==> src/rtl/dual_readout_pkg.sv <==
// Shared constants and types for the dual-channel serial readout block.
package dual_readout_pkg;

    // ********************************************************************
    // Frame timing in serial clock falling edges.
    // ********************************************************************
    localparam logic [5:0] EDGES_PER_CONV = 6'd32;
    localparam logic [5:0] HOLD_EDGE      = 6'd4;
    localparam logic [5:0] A_FIRST_EDGE   = 6'd5;
    localparam logic [5:0] A_LAST_EDGE    = 6'd16;
    localparam logic [5:0] GAP_FIRST_EDGE = 6'd17;
    localparam logic [5:0] GAP_LAST_EDGE  = 6'd20;
    localparam logic [5:0] B_FIRST_EDGE   = 6'd21;
    localparam logic [5:0] FIRST_EDGE     = 6'd1;
    localparam logic [5:0] NO_EDGE        = 6'd0;

    // ********************************************************************
    // Result coding.
    // ********************************************************************
    localparam int                RAW_W    = 14;
    localparam int                CODE_W   = 12;
    localparam logic signed [14:0] CODE_MAX = 15'sh07FF;
    localparam logic signed [14:0] CODE_MIN = -15'sh0800;
    localparam logic signed [14:0] HALF_STEP = 15'sh0001;

    // ********************************************************************
    // Sample buffer.
    // ********************************************************************
    localparam int SAMPLE_W   = 2 * RAW_W;
    localparam int FIFO_DEPTH = 16;

    typedef struct packed {
        logic signed [RAW_W-1:0] chanA;
        logic signed [RAW_W-1:0] chanB;
    } raw_pair_s;

    typedef struct packed {
        logic signed [CODE_W-1:0] chanA;
        logic signed [CODE_W-1:0] chanB;
    } code_pair_s;

    typedef enum logic [1:0] {
        IDLE,
        ACQUIRE,
        CONVERT
    } frame_state_e;

endpackage : dual_readout_pkg

==> src/rtl/sample_fifo.sv <==
// Parameterised valid/ready FIFO for the sample stream.
`timescale 1ns/100ps
module sample_fifo #(
    parameter int WIDTH = 28,
    parameter int DEPTH = 16
) (
    input  wire logic             core_clk,
    input  wire logic             srst,
    input  wire logic             inValid,
    output logic                  inReady,
    input  wire logic [WIDTH-1:0] inData,
    output logic                  outValid,
    input  wire logic             outReady,
    output logic [WIDTH-1:0]      outData
);

    localparam int AW = $clog2(DEPTH);

    logic [WIDTH-1:0] mem [DEPTH];
    logic [AW-1:0]    wrPtr_q, wrPtr_d, rdPtr_q, rdPtr_d;
    logic [AW:0]      count_q, count_d;
    logic             notFull_q, notFull_d;
    logic             push, pop;

    // ********************************************************************
    // Pointer and level bookkeeping.
    // ********************************************************************
    always_comb begin
        push      = inValid && notFull_q;
        pop       = outReady && (count_q != '0);
        wrPtr_d   = push ? AW'(wrPtr_q + 1'b1) : wrPtr_q;
        rdPtr_d   = pop ? AW'(rdPtr_q + 1'b1) : rdPtr_q;
        count_d   = count_q;
        if (push && !pop) begin
            count_d = (AW+1)'(count_q + 1'b1);
        end else if (pop && !push) begin
            count_d = (AW+1)'(count_q - 1'b1);
        end
        // Registered full flag keeps the ready output free of logic.
        notFull_d = (count_d != (AW+1)'(DEPTH));
    end

    always_ff @(posedge core_clk) begin
        if (srst) begin
            wrPtr_q   <= '0;
            rdPtr_q   <= '0;
            count_q   <= '0;
            notFull_q <= 1'b1;
        end else begin
            wrPtr_q   <= wrPtr_d;
            rdPtr_q   <= rdPtr_d;
            count_q   <= count_d;
            notFull_q <= notFull_d;
        end
    end

    always_ff @(posedge core_clk) begin
        if (push) begin
            mem[wrPtr_q] <= inData;
        end
    end

    assign inReady  = notFull_q;
    assign outValid = (count_q != '0);
    assign outData  = mem[rdPtr_q];

endmodule : sample_fifo

==> src/rtl/dual_sample_serial_readout.sv <==
// Frame sequencing, sampling and serial result output of the dual converter.
//
// What this block does
// - One conversion of both channels takes exactly thirty-two serial clock cycles.
// - Each result bit leaves on a falling serial clock edge, most significant bit first.
// - Channel A result goes first, then four zero bits, then the channel B result.
// - The bits shifted out belong to the conversion in progress, with no pipeline delay.
// - With chip select still low after channel B, conversions follow back to back.
// - Both inputs are tracked during the first three serial clock cycles of a conversion.
// - Both inputs are held together on the fourth falling edge and then converted.
// - Each channel result is a 12-bit two's complement number.
// - An input of reference minus one and a half steps or more gives the positive full scale.
// - The most negative inputs give the negative full-scale code.
// - The result output is driven only while chip select is low, otherwise released.
// - Falling edges one to four send zeros and edges five to sixteen send channel A.
// - Raising chip select early abandons the conversion and releases the output.
// - A chip select fall while the serial clock is low counts as the first falling edge.
`timescale 1ns/100ps
module dual_sample_serial_readout (
    input  wire logic                                   core_clk,
    input  wire logic                                   srst,
    input  wire logic                                   csN,
    input  wire logic                                   sclk,
    input  wire logic signed [dual_readout_pkg::RAW_W-1:0] diff_input_chan_a,
    input  wire logic signed [dual_readout_pkg::RAW_W-1:0] diff_input_chan_b,
    input  wire logic                                   sampleValid,
    output logic                                        sampleReady,
    output logic                                        dout,
    output logic                                        doutOenN
);
    import dual_readout_pkg::*;

    // ********************************************************************
    // Pin synchronisers and edge detection.
    // ********************************************************************
    logic csS1_q, csS2_q, csS3_q;
    logic sclkS1_q, sclkS2_q, sclkS3_q;
    logic csFall, sclkFall, csHigh;

    always_ff @(posedge core_clk) begin
        if (srst) begin
            csS1_q   <= 1'b1;
            csS2_q   <= 1'b1;
            csS3_q   <= 1'b1;
            sclkS1_q <= 1'b1;
            sclkS2_q <= 1'b1;
            sclkS3_q <= 1'b1;
        end else begin
            csS1_q   <= csN;
            csS2_q   <= csS1_q;
            csS3_q   <= csS2_q;
            sclkS1_q <= sclk;
            sclkS2_q <= sclkS1_q;
            sclkS3_q <= sclkS2_q;
        end
    end

    assign csFall   = csS3_q && !csS2_q;
    assign csHigh   = csS2_q;
    assign sclkFall = sclkS3_q && !sclkS2_q;

    // ********************************************************************
    // Sample buffer in front of the track stage.
    // ********************************************************************
    raw_pair_s fifoIn, fifoOut;
    logic      fifoOutValid, trackEn, fifoReady;

    assign fifoIn.chanA = diff_input_chan_a;
    assign fifoIn.chanB = diff_input_chan_b;

    sample_fifo #(
        .WIDTH (SAMPLE_W),
        .DEPTH (FIFO_DEPTH)
    ) u_sample_fifo (
        .core_clk (core_clk),
        .srst     (srst),
        .inValid  (sampleValid),
        .inReady  (fifoReady),
        .inData   (fifoIn),
        .outValid (fifoOutValid),
        .outReady (trackEn),
        .outData  (fifoOut)
    );

    // ********************************************************************
    // Quantiser: half-step input units to a clamped code.
    // ********************************************************************
    function automatic logic signed [CODE_W-1:0] quantise(
        input logic signed [RAW_W-1:0] raw
    );
        logic signed [14:0] rounded;
        rounded = (15'(raw) + HALF_STEP) >>> 1;
        if (rounded > CODE_MAX) begin
            rounded = CODE_MAX;
        end else if (15'(raw) <= (CODE_MIN <<< 1) + HALF_STEP) begin
            // The bottom code also takes its own upper transition point, so an input
            // sitting exactly there still reads as negative full scale.
            rounded = CODE_MIN;
        end
        return rounded[CODE_W-1:0];
    endfunction : quantise

    // ********************************************************************
    // Frame sequencer.
    // ********************************************************************
    frame_state_e state_q, state_d;
    logic [5:0]   edgeCnt_q, edgeCnt_d;
    raw_pair_s    track_q, track_d;
    code_pair_s   held_q, held_d;
    code_pair_s   codeNow;
    logic         dout_q, dout_d;
    logic         oenN_q, oenN_d;
    logic [5:0]   edgeInc;
    logic         bitNext;

    assign codeNow.chanA = quantise(track_q.chanA);
    assign codeNow.chanB = quantise(track_q.chanB);

    // Number of the next falling edge; the counter and the bit choice share it,
    // which keeps the two combinational processes free of a loop between them.
    assign edgeInc = (edgeCnt_q == EDGES_PER_CONV) ? FIRST_EDGE
                                                   : 6'(edgeCnt_q + 1'b1);

    // Tracking drains the buffer; outside acquisition it fills and stalls the source.
    assign trackEn = (state_q == ACQUIRE);

    always_comb begin
        state_d   = state_q;
        edgeCnt_d = edgeCnt_q;
        track_d   = (trackEn && fifoOutValid) ? fifoOut : track_q;
        held_d    = held_q;
        oenN_d    = oenN_q;
        dout_d    = dout_q;
        if (csHigh) begin
            state_d   = IDLE;
            edgeCnt_d = NO_EDGE;
            oenN_d    = 1'b1;
            dout_d    = 1'b0;
        end else if (state_q == IDLE) begin
            if (csFall) begin
                oenN_d    = 1'b0;
                dout_d    = 1'b0;
                state_d   = ACQUIRE;
                // A low clock at the chip select fall already counts as edge one.
                edgeCnt_d = sclkS2_q ? NO_EDGE : FIRST_EDGE;
            end
        end else if (sclkFall) begin
            edgeCnt_d = edgeInc;
            if (edgeCnt_d == HOLD_EDGE) begin
                held_d  = codeNow;
                state_d = CONVERT;
            end else if (edgeCnt_d < HOLD_EDGE) begin
                state_d = ACQUIRE;
            end
            dout_d = bitNext;
        end
    end

    // Bit for the edge about to be counted; the hold lands before edge five reads it.
    always_comb begin
        bitNext = 1'b0;
        if (edgeInc >= A_FIRST_EDGE && edgeInc <= A_LAST_EDGE) begin
            bitNext = held_q.chanA[4'(A_LAST_EDGE - edgeInc)];
        end else if (edgeInc >= B_FIRST_EDGE) begin
            bitNext = held_q.chanB[4'(EDGES_PER_CONV - edgeInc)];
        end
    end

    always_ff @(posedge core_clk) begin
        if (srst) begin
            state_q   <= IDLE;
            edgeCnt_q <= NO_EDGE;
            track_q   <= '0;
            held_q    <= '0;
            oenN_q    <= 1'b1;
            dout_q    <= 1'b0;
        end else begin
            state_q   <= state_d;
            edgeCnt_q <= edgeCnt_d;
            track_q   <= track_d;
            held_q    <= held_d;
            oenN_q    <= oenN_d;
            dout_q    <= dout_d;
        end
    end

    // Ready is the buffer's registered not-full flag itself, so a word is taken
    // exactly on an edge where valid meets ready and none is lost or doubled.
    assign sampleReady = fifoReady;
    assign dout        = dout_q;
    assign doutOenN    = oenN_q;

    // ********************************************************************
    // Checks.
    // ********************************************************************
    AST_OEN_RELEASE: assert property (@(posedge core_clk) disable iff (srst)
        csHigh |=> oenN_q)
        else $error("Output driven while chip select high.");

    AST_OEN_DRIVE: assert property (@(posedge core_clk) disable iff (srst)
        (state_q != IDLE) |-> !oenN_q)
        else $error("Output released during a frame.");

    AST_ABORT: assert property (@(posedge core_clk) disable iff (srst)
        (csHigh && state_q != IDLE) |=> (state_q == IDLE) && (edgeCnt_q == NO_EDGE))
        else $error("Frame not abandoned on chip select rise.");

    AST_WRAP: assert property (@(posedge core_clk) disable iff (srst)
        (!csHigh && state_q != IDLE && sclkFall && edgeCnt_q == EDGES_PER_CONV)
        |=> (edgeCnt_q == FIRST_EDGE) && (state_q == ACQUIRE))
        else $error("Conversion did not restart after edge thirty-two.");

    AST_FIRST_LOW: assert property (@(posedge core_clk) disable iff (srst)
        (state_q == IDLE && !csHigh && csFall && !sclkS2_q) |=> edgeCnt_q == FIRST_EDGE)
        else $error("Chip select fall with low clock not counted as edge one.");

    AST_LEAD_ZERO: assert property (@(posedge core_clk) disable iff (srst)
        (state_q != IDLE && edgeCnt_q >= FIRST_EDGE && edgeCnt_q < A_FIRST_EDGE) |-> !dout_q)
        else $error("Leading bit not zero.");

    AST_GAP_ZERO: assert property (@(posedge core_clk) disable iff (srst)
        (state_q != IDLE && edgeCnt_q >= GAP_FIRST_EDGE && edgeCnt_q <= GAP_LAST_EDGE)
        |-> !dout_q)
        else $error("Gap bit between channels not zero.");

    AST_MSB_A: assert property (@(posedge core_clk) disable iff (srst)
        (state_q != IDLE && edgeCnt_q == A_FIRST_EDGE && $changed(edgeCnt_q))
        |-> dout_q == held_q.chanA[CODE_W-1])
        else $error("Channel A most significant bit not first.");

    AST_LSB_B: assert property (@(posedge core_clk) disable iff (srst)
        (state_q != IDLE && edgeCnt_q == EDGES_PER_CONV) |-> dout_q == held_q.chanB[0])
        else $error("Channel B last bit wrong.");

    AST_HOLD: assert property (@(posedge core_clk) disable iff (srst)
        (state_q == ACQUIRE && !csHigh && sclkFall && edgeCnt_q == 6'd3)
        |=> (held_q == $past(codeNow)) && (state_q == CONVERT))
        else $error("Both channels not held on edge four.");

    AST_NO_LATENCY: assert property (@(posedge core_clk) disable iff (srst)
        (state_q == CONVERT && $past(state_q) == CONVERT) |-> $stable(held_q))
        else $error("Held result changed during its own readout.");

    AST_TRACK: assert property (@(posedge core_clk) disable iff (srst)
        (state_q == ACQUIRE && fifoOutValid) |=> track_q == $past(fifoOut))
        else $error("Input not tracked during acquisition.");

    AST_POS_FULL: assert property (@(posedge core_clk) disable iff (srst)
        (track_q.chanA >= 14'sd4093) |-> codeNow.chanA == 12'sh7FF)
        else $error("Positive full scale not reached.");

    AST_NEG_FULL: assert property (@(posedge core_clk) disable iff (srst)
        (track_q.chanB <= -14'sd4095) |-> codeNow.chanB == -12'sh800)
        else $error("Negative full scale not reached.");

    AST_POS_FULL_B: assert property (@(posedge core_clk) disable iff (srst)
        (track_q.chanB >= 14'sd4093) |-> codeNow.chanB == 12'sh7FF)
        else $error("Positive full scale not reached on channel B.");

    AST_NEG_FULL_A: assert property (@(posedge core_clk) disable iff (srst)
        (track_q.chanA <= -14'sd4095) |-> codeNow.chanA == -12'sh800)
        else $error("Negative full scale not reached on channel A.");

    AST_STEP: assert property (@(posedge core_clk) disable iff (srst)
        (state_q != IDLE && !csHigh && sclkFall && edgeCnt_q != EDGES_PER_CONV)
        |=> edgeCnt_q == 6'($past(edgeCnt_q) + 6'h1))
        else $error("Edge count did not advance by one.");

    AST_QUIET: assert property (@(posedge core_clk) disable iff (srst)
        (state_q != IDLE && !csHigh && !sclkFall) |=> $stable(edgeCnt_q) && $stable(dout_q))
        else $error("Output bit moved without a falling clock edge.");

    AST_ACQ_PHASE: assert property (@(posedge core_clk) disable iff (srst)
        (state_q != IDLE && edgeCnt_q < HOLD_EDGE) |-> state_q == ACQUIRE)
        else $error("Not tracking before the hold edge.");

    AST_CONV_PHASE: assert property (@(posedge core_clk) disable iff (srst)
        (state_q != IDLE && edgeCnt_q >= HOLD_EDGE) |-> state_q == CONVERT)
        else $error("Not converting after the hold edge.");

    AST_IDLE_CLEAR: assert property (@(posedge core_clk) disable iff (srst)
        (state_q == IDLE) |-> (edgeCnt_q == NO_EDGE) && oenN_q && !dout_q)
        else $error("Idle state with live count or driven output.");

    AST_FROZEN_TRACK: assert property (@(posedge core_clk) disable iff (srst)
        (state_q != ACQUIRE) |=> $stable(track_q))
        else $error("Tracked input moved outside acquisition.");

    AST_A_BITS: assert property (@(posedge core_clk) disable iff (srst)
        (state_q != IDLE && edgeCnt_q >= A_FIRST_EDGE && edgeCnt_q <= A_LAST_EDGE)
        |-> dout_q == held_q.chanA[4'(A_LAST_EDGE - edgeCnt_q)])
        else $error("Channel A bit out of place.");

    AST_B_BITS: assert property (@(posedge core_clk) disable iff (srst)
        (state_q != IDLE && edgeCnt_q >= B_FIRST_EDGE)
        |-> dout_q == held_q.chanB[4'(EDGES_PER_CONV - edgeCnt_q)])
        else $error("Channel B bit out of place.");

    COV_FULL_CONV: cover property (@(posedge core_clk) disable iff (srst)
        state_q != IDLE && edgeCnt_q == EDGES_PER_CONV);
    COV_BACK_TO_BACK: cover property (@(posedge core_clk) disable iff (srst)
        edgeCnt_q == EDGES_PER_CONV ##[1:20] edgeCnt_q == FIRST_EDGE && state_q == ACQUIRE);
    COV_ABORT: cover property (@(posedge core_clk) disable iff (srst)
        state_q == CONVERT && edgeCnt_q < A_LAST_EDGE && csHigh);
    COV_FIFO_FULL: cover property (@(posedge core_clk) disable iff (srst)
        !fifoReady);
    COV_START_LOW: cover property (@(posedge core_clk) disable iff (srst)
        state_q == IDLE && csFall && !sclkS2_q);

endmodule : dual_sample_serial_readout

==> config.mk <==
export PLATFORM = sky130hd
export DESIGN_NAME = dual_sample_serial_readout
export DESIGN_NICKNAME = d
export VERILOG_FILES = /design/src/rtl/dual_readout_pkg.sv /design/src/rtl/sample_fifo.sv /design/src/rtl/dual_sample_serial_readout.sv
export SDC_FILE = /design/constraint.sdc
export NUM_CORES = 1
export LEC_CHECK = 0
export ABC_CLOCK_PERIOD_IN_PS = 4000
export BUFFER_PORTS_ARGS = -buffer_cell sky130_fd_sc_hd__buf_4
export CAP_MARGIN = 0
export CORE_MARGIN = 2
export CORE_UTILIZATION = 55
export DETAILED_ROUTE_END_ITERATION = 8
export PLACE_DENSITY = 0.74
export SLEW_MARGIN = 20
export SYNTH_ARGS = -nofsm -noshare
export SYNTH_HDL_FRONTEND = slang
export SYNTH_SLANG_ARGS = --single-unit
==> constraint.sdc <==
create_clock -name core_clk -period 4 [get_ports core_clk]
set_input_delay 1.2 -clock core_clk [delete_from_list [all_inputs] [get_ports core_clk]]
set_output_delay 1.2 -clock core_clk [all_outputs]
set_load 0.02 [all_outputs]
Word-level counts from Yosys, hierarchy flattened
Memory sizes are Yosys's and may differ from the RTL's. A register that Yosys moved wholly into a read port is not among the register bits. Index checks and enable logic that the tools add are counted.

Add/sub/neg operators: 9. Order comparisons: 10. Equal/unequal tests: 5. Mux-type cells: 27. Bitwise logic cells: 2. Reductions and logical operators: 20.

Operators by type and width (number): 12-bit 2-to-1 mux (4); 14-bit by 2-bit adder with 15-bit output (second input constant) (2); 14-bit by 12-bit greater-than comparator with 1-bit output (second input constant) (2); 14-bit by 13-bit less-or-equal comparator with 1-bit output (second input constant) (2); 6-bit 2-to-1 mux (4); 4-bit by 5-bit less-than comparator with 1-bit output (second input constant) (2); 1-bit 2-to-1 mux (10); 2-bit 2-to-1 mux (5); 5-bit 2-to-1 mux (2); 4-bit by 1-bit adder with 4-bit output (second input constant) (2); 1-bit binary-select mux with 4-bit select (2); 1-bit by 4-bit subtractor with 4-bit output (first input constant) (2); 1-bit logical AND (7); 6-bit by 1-bit adder with 6-bit output (second input constant) (1); 6-bit by 3-bit == test with 1-bit output (second input constant) (1); 6-bit == test (second input constant) (1); 6-bit by 3-bit >= comparator with 1-bit output (second input constant) (1); 6-bit by 5-bit >= comparator with 1-bit output (second input constant) (1); 6-bit by 5-bit less-or-equal comparator with 1-bit output (second input constant) (1); 6-bit by 3-bit less-than comparator with 1-bit output (second input constant) (1); 5-bit by 1-bit adder with 5-bit output (second input constant) (1); 5-bit inequality test (second input constant) (1); 5-bit nonzero test (1); 5-bit by 1-bit subtractor with 5-bit output (second input constant) (1); other kinds (11) (16).

Register bits after elaboration: 54. RAM bits: 448. Memories: 1.

Memory list: u_sample_fifo.mem (words 16, width 28, read ports 1, clocked after memory_dff 1, wr ports 1, RTL line sample_fifo.sv:19) `logic [WIDTH-1:0] mem [DEPTH];`.

Logic depth before layout (Yosys ltp)
Gate-level depths: netlist (run 1).

Depth after elaboration: 9. Gate-level depth with buffers: 10.

Modules after synthesis
A second synthesis (run 1) with hierarchy kept.

Cells, all modules: 1191. Area, all modules: 21354.2 um2.

By module, submodules not included: sample_fifo (instances 1, cells an instance 726, area an instance 17678.2 um2, seq. area each 13813.2 um2); dual_sample_serial_readout (instances 1, cells an instance 465, area an instance 3676.0 um2, seq. area each 1361.3 um2).

Worst setup path after synthesis (run 1)
No wires, ideal clock.

Kind: input to register. Start: in sampleValid. End: mem u_sample_fifo.mem[3][0], enable pin. Setup time: 0.448 ns. Arrival: 3.716 ns. Data required time: 3.552 ns. Slack: -0.164 ns. Stages: 4. Path buffers: 1. Cell sequence: and2_1 -> clkbuf_1 -> nand2_1 -> nor3_1.

Longest elaborated chain between the ends: 3.

RTL lines: start: declaration (RTL line dual_sample_serial_readout.sv:26) `input wire logic sampleValid,`; 1-bit logical AND (RTL line sample_fifo.sv:29) `push = inValid && notFull_q;`; 1-bit 2-to-1 mux (RTL line sample_fifo.sv:58) `if (push) begin`; 1-bit 2-to-1 mux (implied by the code) (RTL line sample_fifo.sv:59) `mem[wrPtr_q] <= inData;`; end: declaration (RTL line sample_fifo.sv:19).

Every way passes these cells.

Final worst setup path (run 1)
Start: reg edgeCnt_q[0]. End: reg held_q[10] (netlist name).

Longest elaborated chain between the ends: 4. Elaborated cells between the ends (all ways): 5. Those cells by class: add/sub: 1; eq/ne: 2; mux: 1; reduce/logical: 1.

RTL lines: start: declaration (RTL line dual_sample_serial_readout.sv:107) `logic [5:0] edgeCnt_q, edgeCnt_d;`; start signal: assignment (RTL line dual_sample_serial_readout.sv:179) `edgeCnt_q <= edgeCnt_d;`; 6-bit by 1-bit adder with 6-bit output / 6-bit == test (equally long branches) (RTL line dual_sample_serial_readout.sv:122, dual_sample_serial_readout.sv:121); 6-bit 2-to-1 mux (*) (RTL line dual_sample_serial_readout.sv:121) `assign edgeInc = (edgeCnt_q == EDGES_PER_CONV) ? FIRST_EDGE`; 6-bit by 3-bit == test with 1-bit output (*) (RTL line dual_sample_serial_readout.sv:149) `if (edgeCnt_d == HOLD_EDGE) begin`; 4-bit AND reduction (no source line) (*); end signal: assignment (RTL line dual_sample_serial_readout.sv:181) `held_q <= held_d;`; end: declaration (RTL line dual_sample_serial_readout.sv:109) `code_pair_s held_q, held_d;`.

Mark *: on every way between the ends. The rest lies on a longest branch, timed or not. A chain may end at the register's enable or synchronous reset.

==> results of run 1 <==
area by class of cell:
cell class | count | area, um^2 | share of cell area
multi-input cells | 596 | 6070 | 0.251
clock inverters | 34 | 334 | 0.0138
inverters | 15 | 56.3 | 0.00233
well taps | 518 | 648 | 0.0268
repair buffers | 69 | 618 | 0.0255
flip-flops and latches | 530 | 15100 | 0.624
diodes | 1 | 2.50 | 0.000103
clock buffers | 63 | 1370 | 0.0567
state kept, by name (all words and copies together) (netlist names), 2 cells and up:
signal	cells
u_sample_fifo.mem	448
track_q	28
held_q	24
edgeCnt_q	6
u_sample_fifo.count_q	5
u_sample_fifo.rdPtr_q	4
u_sample_fifo.wrPtr_q	4
state_q	2
power by group:
part | switching, uW | internal, uW
clock | 2020 | 2840
combinational | 188 | 105
sequential | 25.2 | 6050
through the flow:
step	total power [uW]	util	setup slack [ps]	hold slack [ps]	instances
after floorplan	6320	-	583	389	1208
after global placement	6470	0.584	797	407	1728
after detailed placement	6480	0.584	744	402	1728
after CTS	11300	0.628	864	427	1825
after global routing	11600	0.628	669	444	1826
final	11200	0.628	869	425	1826
worst max-delay path: stages, from the launching register on:
cell and delay (ps):
dfxtp_1 670, ha_1 500, xor2_1 170, o31ai_4 250, o21ai_2 110, or4_4 560
a211oi_4 570, a211oi_1 160
layer usage:
metal,share of wire,vias to the layer above,global-route usage
met5,0,-,0
met1,0.42,5636,0.305
met3,0.065,73,0.0445
li1,-,4897,-
met4,0.024,0,0.0714
met2,0.50,366,0.376
synthesized netlist by cell type, types with 5 or more instances:
library cell / n
a211oi_1: 6
o21bai_1: 12
nor3_1: 10
or2_2: 6
buf_2: 12
mux2i_1: 7
ha_1: 16
nor2_1: 59
a21oi_2: 11
xor2_1: 11
o21ai_0: 9
nand2b_1: 10
dfxtp_1: 82
edfxtp_1: 448
inv_1: 14
nand4_1: 9
nand3_1: 16
nand2_1: 121
xnor2_1: 23
nor2b_1: 5
nor4_1: 5
mux4_2: 140
a21oi_1: 47
clkbuf_1: 47
a211oi_2: 10
cells by family (layout without fill, tap and decap cells):
| family | Yosys count | count (layout) | synth area share |
|---|---|---|---|
| flip-flops | 530 | 530 | 0.706 |
| AND/OR/NAND/NOR | 267 | 267 | 0.0577 |
| adder cells (fa/ha/maj) | 16 | 16 | 0.00936 |
| XOR/XNOR | 34 | 34 | 0.0139 |
| other | 0 | 1 | 0 |
| buffers and inverters | 82 | 181 | 0.0167 |
| multiplexers | 149 | 149 | 0.152 |
| AO/OA/AOI/OAI | 130 | 130 | 0.0450 |
worst min path at each step:
stage,cells after the start,start,slack (ps),end
finish,1,sclkS1_q,420,sclkS2_q
floorplan,1,csS1_q,390,csHigh
CTS,1,sclkS1_q,430,sclkS2_q
detailed placement,1,csS1_q,400,csHigh
global route,1,csS1_q,440,csHigh
global placement,1,sclkS1_q,410,sclkS2_q
placed cells by master, fill, tap and decap left out, types with 7 or more instances in the layout:
| cell | instances |
|---|---|
| a211oi_2 | 10 |
| a21oi_1 | 47 |
| a21oi_2 | 11 |
| buf_12 | 8 |
| buf_4 | 61 |
| clkbuf_1 | 9 |
| clkbuf_16 | 53 |
| clkinv_1 | 13 |
| clkinv_2 | 7 |
| dfxtp_1 | 78 |
| edfxtp_1 | 448 |
| ha_1 | 16 |
| inv_1 | 14 |
| mux2i_1 | 7 |
| mux4_2 | 140 |
| nand2_1 | 121 |
| nand2b_1 | 10 |
| nand3_1 | 16 |
| nand4_1 | 9 |
| nor2_1 | 47 |
| nor2_4 | 12 |
| o21ai_0 | 9 |
| o21bai_1 | 12 |
| xnor2_1 | 23 |
| xor2_1 | 11 |
==> metrics.log, run 1 <==
[metrics] Max Cap Violations: 0
[metrics] WL final: 44200 um
[metrics] Max Fanout on Critical Path: 16
[metrics] largest voltage drop on the vdd net: 0.386 mV
[metrics] number of flops mapped to enable cells by yosys: 448
[metrics] cell area after synthesis: 21400 um^2
[metrics] start point of the critical path: edgeCnt_q[0]
[metrics] time the final worst path needs with I/O delays and setup: 3130 ps
[metrics] global routing usage summed across all routing layers: 0.226
[metrics] floorplan core area: 38600 um^2
[metrics] clock transition at the registers of the reported paths: 60 ps
[metrics] number of nets in the finished design: 1313
[metrics] maximum level of the CTS H-tree: 2
[metrics] number of antenna violations at the first check in global routing: 1
[metrics] routed length per instance: 24.2 um
[metrics] flip-flop and latch count after synthesis: 530
[metrics] actual slew at the worst max-slew pin: 1040 ps
[metrics] power per cell area: 463 nW/um^2
[metrics] post-synth top area share: 0.629
[metrics] syn avg cell area: 17.7 um^2
[metrics] post-cts repair resize count: 0
[metrics] summed negative setup slack over all endpoints: 0 ps
[metrics] cell row count: 72
[metrics] clock sink count: 530
[metrics] fraction of layout instances using a drive strength above 1: 0.265
[metrics] worst reg2reg startpoint: edgeCnt_q[0]
[metrics] Clock Tree Root: clkbuf_16
[metrics] unrepaired setup endpoints after global routing: no
[metrics] dominant cells by area after synthesis: edfxtp_1 (63%), mux4_2 (15%), dfxtp_1 (7.7%), nand2_1 (2.1%), a21oi_1 (1.1%)
[metrics] final std cell area, no fill: 24200 um^2
[metrics] cell type with the highest aggregate area in the netlist: edfxtp_1
[metrics] run status: completed
[metrics] buffer levels on the longest clock path: 3
[metrics] Worst Path Required: 4440 ps
[metrics] setup repair bufs after CTS: 0
[metrics] clock latency of the later-clocked register in the worst-skew pair: 600 ps
[metrics] DRC violations left: 0
[metrics] R2R setup slack: 870 ps
[metrics] startpoint type of the worst setup path: flip-flop
[metrics] clock tree from TritonCTS: done
[metrics] GP Congestion: 0.877
[metrics] total of warnings raised by yosys: 0
[metrics] post-detailed-route count of antenna-violating nets: 0
[metrics] wire length of the first global-routing pass: 68700 um
[metrics] maximum number of pins on one net before global-route repair: 72
[metrics] number of distinct library cells after synthesis: 67
[metrics] top flip-flop cell by instance count after synthesis: edfxtp_1
[metrics] kind of capture point of the worst setup path: flip-flop
[metrics] number of buffers created by CTS: 52
[metrics] die boundary height: 201 um
[metrics] count of fill cells added during filler insertion: 2697
[metrics] share of synthesized registers carrying an async set or reset: 0
[metrics] Peak Freq: 319 MHz
[metrics] initial core utilization: 0.555
[metrics] type of the tightest min-delay check: flip-flop to flip-flop
[metrics] area added between synthesis and finish: 13.2%
[metrics] floorplan die area: 40500 um^2
[metrics] endpoint of the most critical setup path: held_q[10]
[metrics] Worst R2R Path Depth: 7
[metrics] I/O Buffers: 35
[metrics] Max transition margin: 0.306
[metrics] vias: 11.0k
[metrics] total leakage power: 0.00745 uW
[metrics] number of hold buffers added after CTS: 0
[metrics] Post-Place Cell Area: 22500 um^2
[metrics] share of the yosys chip area belonging to registers: 0.706
[metrics] die span in x: 201 um
[metrics] overflow left after global routing: 0
[metrics] Final setup viols: 0
[metrics] first-iteration detailed-routing DRC count: 964
[metrics] number of ports placed on the die boundary: 36
[metrics] worst endpoint data arrival time: 3570 ps
[metrics] final HPWL from detailed placement: 26100 um
[metrics] Hold Fails Final Rpt: 0
[metrics] number of nets produced by synthesis: 1257
[metrics] number of global-route vias before repair: 11.4k
[metrics] worst-case clock skew: 29.4 ps
[metrics] Pre-antenna DRT Iters: 5
[metrics] terminus of the critical flop-to-flop path: held_q[10]
[metrics] ratio of final minimum period to clock period: 0.783
[metrics] type of the setup path with the least slack: flip-flop to flip-flop
[metrics] Final Slew Violations: 0
[metrics] routed via count divided by cell count: 6.01
[metrics] Mapped Cells: 1208
No activity file was read; power rests on OpenSTA's default activity.
==> run 2, diff against run 1 <==
--- a/config.mk
+++ b/config.mk
@@ -5,13 +5,13 @@
 export SDC_FILE = /design/constraint.sdc
 export NUM_CORES = 1
 export LEC_CHECK = 0
-export ABC_CLOCK_PERIOD_IN_PS = 4000
+export ABC_CLOCK_PERIOD_IN_PS = 3100
 export BUFFER_PORTS_ARGS = -buffer_cell sky130_fd_sc_hd__buf_4
 export CAP_MARGIN = 0
 export CORE_MARGIN = 2
 export CORE_UTILIZATION = 55
 export DETAILED_ROUTE_END_ITERATION = 8
-export PLACE_DENSITY = 0.74
+export PLACE_DENSITY = 0.71
 export SLEW_MARGIN = 20
 export SYNTH_ARGS = -nofsm -noshare
 export SYNTH_HDL_FRONTEND = slang
==> constraint.sdc (replaced) <==
create_clock -name core_clk -period 3.1 [get_ports core_clk]
set_input_delay 0.93 -clock core_clk [delete_from_list [all_inputs] [get_ports core_clk]]
set_output_delay 0.93 -clock core_clk [all_outputs]
set_load 0.02 [all_outputs]
==> run 2 against run 1 <==
Sequential share of layout area is 0.28 points lower. Clock-buffer cell count is 10 higher. Die area stayed put. Utilization is 0.27 points higher. Routed wire length is 1.9% lower. Global-route usage is 0.53 points lower. Worst hold slack worse by 8.7 ps. Sequential power is 29% higher.
==> metrics.log, run 2 (synthesis gave the netlist of run 1 again) <==
[metrics] floorplan core area: 38600 um^2 (unchanged)
[metrics] most frequent cells in the layout: edfxtp_1 (448), mux4_2 (140), nand2_1 (121) (unchanged)
[metrics] Pre-antenna DRT Iters: 7 (was 5)
[metrics] first-iteration detailed-routing DRC count: 1023 (was 964)
[metrics] vias: 11.0k (about the same)
[metrics] Final Slew Violations: 0 (unchanged)
[metrics] Max transition margin: 0.420 (was 0.306)
[metrics] register area: 15100 um^2 (about the same)
[metrics] area added between synthesis and finish: 13.7% (was 13.2%)
[metrics] buffer levels on the longest clock path: 3 (unchanged)
[metrics] maximum level of the CTS H-tree: 2 (unchanged)
[metrics] highest-delay cell along the critical path: or4_4 (was dfxtp_1)
[metrics] WL final: 43300 um (was 44200 um)
[metrics] total leakage power: 0.00745 uW (about the same)
[metrics] Max Fanout on Critical Path: 11 (was 16)
[metrics] count of antenna diodes in the layout: 0 (was 1)
[metrics] die span in x: 201 um (unchanged)
[metrics] clock transition at the registers of the reported paths: 60 ps (about the same)
[metrics] maximum number of pins on one net before global-route repair: 71 (was 72)
[metrics] time the final worst path needs with I/O delays and setup: 2660 ps (was 3130 ps)
[metrics] overall power consumption: 14300 uW (was 11200 uW)
[metrics] Peak Freq: 376 MHz (was 319 MHz)
[metrics] Post-Place Cell Area: 22700 um^2 (was 22500 um^2)
[metrics] number of nets in the finished design: 1314 (was 1313)
[metrics] non-filler instance count after layout: 1823 (was 1826)
[metrics] clock tree from TritonCTS: done (unchanged)
[metrics] Max Cap Violations: 0 (unchanged)
[metrics] fraction of layout instances using a drive strength above 1: 0.257 (was 0.265)
[metrics] GP Congestion: 0.855 (was 0.877)
[metrics] cell row count: 72 (unchanged)
[metrics] initial core utilization: 0.555 (unchanged)
[metrics] Buf+Inv Stages, Crit Path: 2 (was 0)
[metrics] floorplan die area: 40500 um^2 (unchanged)
[metrics] clock sink count: 530 (unchanged)
[metrics] ratio of final minimum period to clock period: 0.859 (was 0.783)
[metrics] type of the setup path with the least slack: flip-flop to flip-flop (unchanged)
[metrics] cells traversed along the worst timing path: inv_1 -> ha_1 -> or3b_4 -> a21oi_2 -> o21ai_2 -> or4_4 -> a211oi_4 -> buf_4 -> a211oi_1 (was ha_1 -> xor2_1 -> o31ai_4 -> o21ai_2 -> or4_4 -> a211oi_4 -> a211oi_1)
[metrics] type of the tightest min-delay check: flip-flop to flip-flop (unchanged)
[metrics] DRC violations left: 0 (unchanged)
[metrics] power per cell area: 588 nW/um^2 (was 463 nW/um^2)
[metrics] kind of capture point of the worst setup path: flip-flop (unchanged)
[metrics] number of hold buffers added after CTS: 0 (unchanged)
[metrics] Clock Tree Root: clkbuf_16 (unchanged)
[metrics] Final setup viols: 0 (unchanged)
[metrics] clock latency of the later-clocked register in the worst-skew pair: 580 ps (was 600 ps)
[metrics] global routing usage summed across all routing layers: 0.221 (was 0.226)
[metrics] run status: completed (unchanged)
[metrics] Hold Fails Final Rpt: 0 (unchanged)
[metrics] worst-case clock skew: 12.1 ps (was 29.4 ps)
[metrics] overflow left after global routing: 0 (unchanged)
[metrics] Largest register FFs: 448 (unchanged)
[metrics] commonest non-fill, non-tap cell in the layout: edfxtp_1 (unchanged)
[metrics] Most flops, register: u_sample_fifo.mem (unchanged)
[metrics] I/O Buffers: 35 (unchanged)
[metrics] final HPWL from detailed placement: 26400 um (was 26100 um)
[metrics] number of buffers created by CTS: 52 (unchanged)
[metrics] actual slew at the worst max-slew pin: 871 ps (was 1040 ps)
[metrics] number of ports placed on the die boundary: 36 (unchanged)
[metrics] number of antenna violations at the first check in global routing: 0 (was 1)
[metrics] area taken by multi-input logic gates: 6070 um^2 (unchanged)
[metrics] setup repair bufs after CTS: 0 (unchanged)
[metrics] startpoint type of the worst setup path: flip-flop (unchanged)
[metrics] worst hold margin: 416 ps (was 425 ps)
[metrics] final std cell area, no fill: 24300 um^2 (was 24200 um^2)
[metrics] placed instance count: 1729 (was 1728)
[metrics] number of global-route vias before repair: 10.9k (was 11.4k)
[metrics] post-cts repair resize count: 0 (unchanged)
[metrics] Worst Path Required: 3520 ps (was 4440 ps)
[metrics] die boundary height: 201 um (unchanged)
[metrics] unrepaired setup endpoints after global routing: no (unchanged)
[metrics] largest voltage drop on the vdd net: 0.464 mV (was 0.386 mV)
[metrics] worst endpoint data arrival time: 3080 ps (was 3570 ps)
[metrics] count of fill cells added during filler insertion: 2710 (was 2697)
[metrics] routed length per instance: 23.7 um (was 24.2 um)
[metrics] crit-path leading delay family: simple AND/OR/NAND/NOR gates (was compound AO/OA/AOI/OAI gates)
[metrics] wire length of the first global-routing pass: 67200 um (was 68700 um)
[metrics] routed via count divided by cell count: 6.06 (was 6.01)
[metrics] delay of the slowest cell on the worst path: 550 ps (was 670 ps)
[metrics] post-detailed-route count of antenna-violating nets: 0 (unchanged)
[metrics] largest registers: u_sample_fifo.mem x448, track_q x28, held_q x24 (unchanged)
-- run 2: changes by cell type in the layout (fill, tap and decap cells not counted) --
| cell | before | now |
|---|---|---|
| bufinv_16 | 6 | 5 |
| dfxtp_4 | 3 | 2 |
| buf_12 | 8 | 22 |
| clkinvlp_4 | 4 | 1 |
| clkbuf_1 | 9 | 19 |
| clkinv_4 | 2 | 0 |
| clkinv_1 | 13 | 12 |
| clkinv_2 | 7 | 3 |
| buf_4 | 61 | 48 |
| diode_2 | 1 | 0 |
| dfxtp_2 | 1 | 2 |
| inv_6 | 3 | 1 |
-- run 2: final cells by class --
cell class | instances | area share
Sequential cell | 530 | 0.621
Multi-Input combinational cell | 596 | 0.250
Clock buffer | 73 | 0.0580
Timing Repair Buffer | 70 | 0.0329
Tap cell | 518 | 0.0267
Clock inverter | 21 | 0.00916
Inverter | 15 | 0.00232
-- run 2: per-layer routing --
layer	GRT usage	share of wire	up-vias
li1	-	-	4905
met1	0.338	0.45	5732
met2	0.338	0.47	350
met3	0.0330	0.060	56
met4	0.0570	0.017	0
met5	0	0	-
-- run 2: worst paths after layout --
check	from	to	slack, ps	cells past startpoint
max reg2reg	edgeCnt_q[0]	held_q[10]	440	9
max	edgeCnt_q[0]	held_q[10]	440	9
min	csS1_q	csHigh	420	1
min reg2reg	csS1_q	csHigh	420	1
-- run 2: where the power goes --
| group | internal [uW] | switching [uW] |
|---|---|---|
| clock network | 3570 | 2510 |
| registers | 7800 | 29.5 |
| logic | 145 | 240 |
| total | 11500 | 2780 |
-- run 2: metrics by stage --
stage	setup TNS [ps]	setup WS, ps	util
final	0	438	0.631
after global routing	0	317	0.631
after CTS	0	432	0.631
after detailed placement	0	440	0.588
after global placement	0	496	0.588
after floorplan	-4310	-47.0	-
-- run 2: worst reg2reg max path: stages (launching register included) --
cell	delay [ps]
dfxtp_1	370
inv_1	170
ha_1	230
or3b_4	400
a21oi_2	200
o21ai_2	90
or4_4	550
a211oi_4	160
buf_4	240
a211oi_1	100
==> run 3, diff against run 2 <==
--- a/config.mk
+++ b/config.mk
@@ -15,4 +15,5 @@
 export SLEW_MARGIN = 20
 export SYNTH_ARGS = -nofsm -noshare
 export SYNTH_HDL_FRONTEND = slang
+export SYNTH_HIERARCHICAL = 1
 export SYNTH_SLANG_ARGS = --single-unit
==> run 3 against run 2 <==
Routed wire length down 0.48%. Clock power fell by 2%. Register-to-register slack worse by 190 ps. Cell area fell by 0.80%. First-iteration DRC count down 22%. Synthesized area down 0.17%. Final cell count decreased by 0.77%. Sequential cell count rose by 4. Combinational power is 19% higher. Critical path depth down 2. Die area decreased by 0.17%.
==> metrics.log, run 3 <==
[metrics] routed length per instance: 23.8 um (was 23.7 um)
[metrics] GP Congestion: 0.844 (was 0.855)
[metrics] Max Fanout on Critical Path: 15 (was 11)
[metrics] fraction of layout instances using a drive strength above 1: 0.253 (was 0.257)
[metrics] number of antenna violations at the first check in global routing: 0 (unchanged)
[metrics] power per cell area: 595 nW/um^2 (was 588 nW/um^2)
[metrics] most frequent cell after synthesis: edfxtp_1 (unchanged)
[metrics] number of distinct library cells after synthesis: 64 (was 67)
[metrics] Max Cap Violations: 0 (unchanged)
[metrics] worst-case setup margin in the final layout: 251 ps (was 438 ps)
[metrics] vias: 10.9k (was 11.0k)
[metrics] Hold Fails Final Rpt: 0 (unchanged)
[metrics] worst-case clock skew: 22.9 ps (was 12.1 ps)
[metrics] delay of the slowest cell on the worst path: 600 ps (was 550 ps)
[metrics] total leakage power: 0.00744 uW (was 0.00745 uW)
[metrics] top cells by count, synth: edfxtp_1 (448), mux4_2 (141), nand2_1 (108) (was edfxtp_1 (448), mux4_2 (140), nand2_1 (121))
[metrics] area added between synthesis and finish: 13.0% (was 13.7%)
[metrics] buffer levels on the longest clock path: 3 (unchanged)
[metrics] Clock Tree Root: clkbuf_16 (unchanged)
[metrics] global routing usage summed across all routing layers: 0.219 (was 0.221)
[metrics] number of nets in the finished design: 1301 (was 1314)
[metrics] type of the setup path with the least slack: flip-flop to flip-flop (unchanged)
[metrics] total of warnings raised by yosys: 6 (was 0)
[metrics] die boundary height: 201 um (about the same)
[metrics] cell type with the highest aggregate area in the netlist: edfxtp_1 (unchanged)
[metrics] summed negative setup slack over all endpoints: 0 ps (unchanged)
[metrics] routed via count divided by cell count: 6.03 (was 6.06)
[metrics] initial core utilization: 0.555 (about the same)
[metrics] count of antenna diodes in the layout: 0 (unchanged)
[metrics] first-iteration detailed-routing DRC count: 802 (was 1023)
[metrics] Largest register FFs: 448 (unchanged)
[metrics] share of the yosys chip area belonging to registers: 0.711 (was 0.706)
[metrics] overflow left after global routing: 0 (unchanged)
[metrics] run status: completed (unchanged)
[metrics] final HPWL from detailed placement: 25700 um (was 26400 um)
[metrics] cells traversed along the worst timing path: ha_1 -> or4b_1 -> a21oi_2 -> o311a_4 -> o21ai_2 -> a41oi_2 -> a221oi_1 (was inv_1 -> ha_1 -> or3b_4 -> a21oi_2 -> o21ai_2 -> or4_4 -> a211oi_4 -> buf_4 -> a211oi_1)
[metrics] clock tree from TritonCTS: done (unchanged)
[metrics] setup repair bufs after CTS: 0 (unchanged)
[metrics] worst setup slack after placement: 304 ps (was 440 ps)
[metrics] time the final worst path needs with I/O delays and setup: 2850 ps (was 2660 ps)
[metrics] Most flops, register: u_sample_fifo/mem (was u_sample_fifo.mem)
[metrics] Peak Freq: 351 MHz (was 376 MHz)
[metrics] share of synthesized registers carrying an async set or reset: 0 (unchanged)
[metrics] top flip-flop cell by instance count after synthesis: edfxtp_1 (unchanged)
[metrics] floorplan core area: 38500 um^2 (was 38600 um^2)
[metrics] maximum level of the CTS H-tree: 2 (unchanged)
[metrics] die span in x: 201 um (about the same)
[metrics] syn avg cell area: 17.9 um^2 (was 17.7 um^2)
[metrics] Post-Route Utilization: 0.627 (was 0.631)
[metrics] worst endpoint data arrival time: 3290 ps (was 3080 ps)
[metrics] Final setup viols: 0 (unchanged)
[metrics] largest voltage drop on the vdd net: 0.577 mV (was 0.464 mV)
[metrics] startpoint type of the worst setup path: flip-flop (unchanged)
[metrics] maximum number of pins on one net before global-route repair: 63 (was 71)
[metrics] Final Slew Violations: 0 (unchanged)
[metrics] post-cts repair resize count: 0 (unchanged)
[metrics] actual slew at the worst max-slew pin: 993 ps (was 871 ps)
[metrics] number of buffers created by CTS: 52 (unchanged)
[metrics] wire length of the first global-routing pass: 66400 um (was 67200 um)
[metrics] I/O Buffers: 35 (unchanged)
[metrics] number of hold buffers added after CTS: 0 (unchanged)
[metrics] commonest non-fill, non-tap cell in the layout: edfxtp_1 (unchanged)
[metrics] number of flops mapped to enable cells by yosys: 448 (unchanged)
[metrics] floorplan die area: 40400 um^2 (was 40500 um^2)
[metrics] number of nets produced by synthesis: 1240 (was 1257)
[metrics] WL final: 43100 um (was 43300 um)
[metrics] Worst Path Required: 3540 ps (was 3520 ps)
[metrics] ratio of final minimum period to clock period: 0.919 (was 0.859)
[metrics] flip-flop and latch count after synthesis: 534 (was 530)
[metrics] clock sink count: 534 (was 530)
[metrics] cell area after synthesis: 21400 um^2 (about the same)
[metrics] clock latency of the later-clocked register in the worst-skew pair: 610 ps (was 580 ps)
[metrics] highest-delay cell along the critical path: dfxtp_1 (was or4_4)
[metrics] Pre-antenna DRT Iters: 5 (was 7)
[metrics] Mapped Cells: 1191 (was 1208)
[metrics] post-synth top area share: 0.630 (was 0.629)
[metrics] kind of capture point of the worst setup path: flip-flop (unchanged)
[metrics] unrepaired setup endpoints after global routing: no (unchanged)
[metrics] largest registers: u_sample_fifo/mem x448, track_q x28, held_q x24 (was u_sample_fifo.mem x448, track_q x28, held_q x24)
[metrics] DRC violations left: 0 (unchanged)
[metrics] cell row count: 72 (unchanged)
[metrics] clock transition at the registers of the reported paths: 60 ps (about the same)
[metrics] dominant cells by area after synthesis: edfxtp_1 (63%), mux4_2 (15%), dfxtp_1 (8.1%), nand2_1 (1.9%), a21oi_1 (1.1%) (was edfxtp_1 (63%), mux4_2 (15%), dfxtp_1 (7.7%), nand2_1 (2.1%), a21oi_1 (1.1%))
[metrics] Buf+Inv Stages, Crit Path: 0 (was 2)
[metrics] crit-path leading delay family: compound AO/OA/AOI/OAI gates (was simple AND/OR/NAND/NOR gates)
[metrics] type of the tightest min-delay check: flip-flop to flip-flop (unchanged)
[metrics] number of global-route vias before repair: 10.9k (about the same)
[metrics] post-detailed-route count of antenna-violating nets: 0 (unchanged)
[metrics] most frequent cells in the layout: edfxtp_1 (448), mux4_2 (141), nand2_1 (108) (was edfxtp_1 (448), mux4_2 (140), nand2_1 (121))
[metrics] number of ports placed on the die boundary: 36 (unchanged)
[metrics] Max transition margin: 0.338 (was 0.420)
[run 3: worst paths after layout]
| check | slack, ps | depth (start not counted) | startpoint | end |
|---|---|---|---|---|
| max | 250 | 7 | edgeCnt_q[0] | held_q[8] |
| min reg2reg | 410 | 1 | csS1_q | csHigh |
| max reg2reg | 250 | 7 | edgeCnt_q[0] | held_q[8] |
| min | 410 | 1 | csS1_q | csHigh |
[run 3: cell type report]
cell class	count	area (um^2)
clock buffers	59	1360
flip-flops and latches	534	15200
fillers	2737	14300
clock inverters	34	275
repair buffers	70	751
inverters	16	60.1
well taps	518	648
multi-input cells	578	5850
[run 3: kinds of logic after synthesis]
| group | after synthesis | share of synthesized area |
|---|---|---|
| flops | 534 | 0.711 |
| simple gates | 265 | 0.0600 |
| mux | 154 | 0.155 |
| compound gates | 108 | 0.0341 |
| buf+inv | 79 | 0.0165 |
| xor+xnor | 34 | 0.0139 |
| fa+ha+maj | 17 | 0.00984 |
[run 3: per-layer routing]
layer,part of all wire,GRT usage
met1,0.43,0.309
met2,0.49,0.354
met3,0.057,0.0420
met4,0.023,0.0643
met5,0,0
[run 3: report_power, final]
group | leakage (uW) | switching, uW | internal [uW]
sequential | 0.00474 | 36.4 | 7860
clock | 0.000810 | 2600 | 3390
combinational | 0.00189 | 270 | 185
total | 0.00744 | 2900 | 11400
[run 3: metrics by stage]
stage	total power (uW)	std cells	instance area, um^2	hold WS [ps]
2_1_floorplan	8280	1191	21400	389
4_1_cts	14500	1809	24100	413
6_report	14300	1809	24100	409
3_3_place_gp	8500	1716	22500	399
3_5_place_dp	8510	1716	22500	399
5_1_grt	14800	1809	24100	429
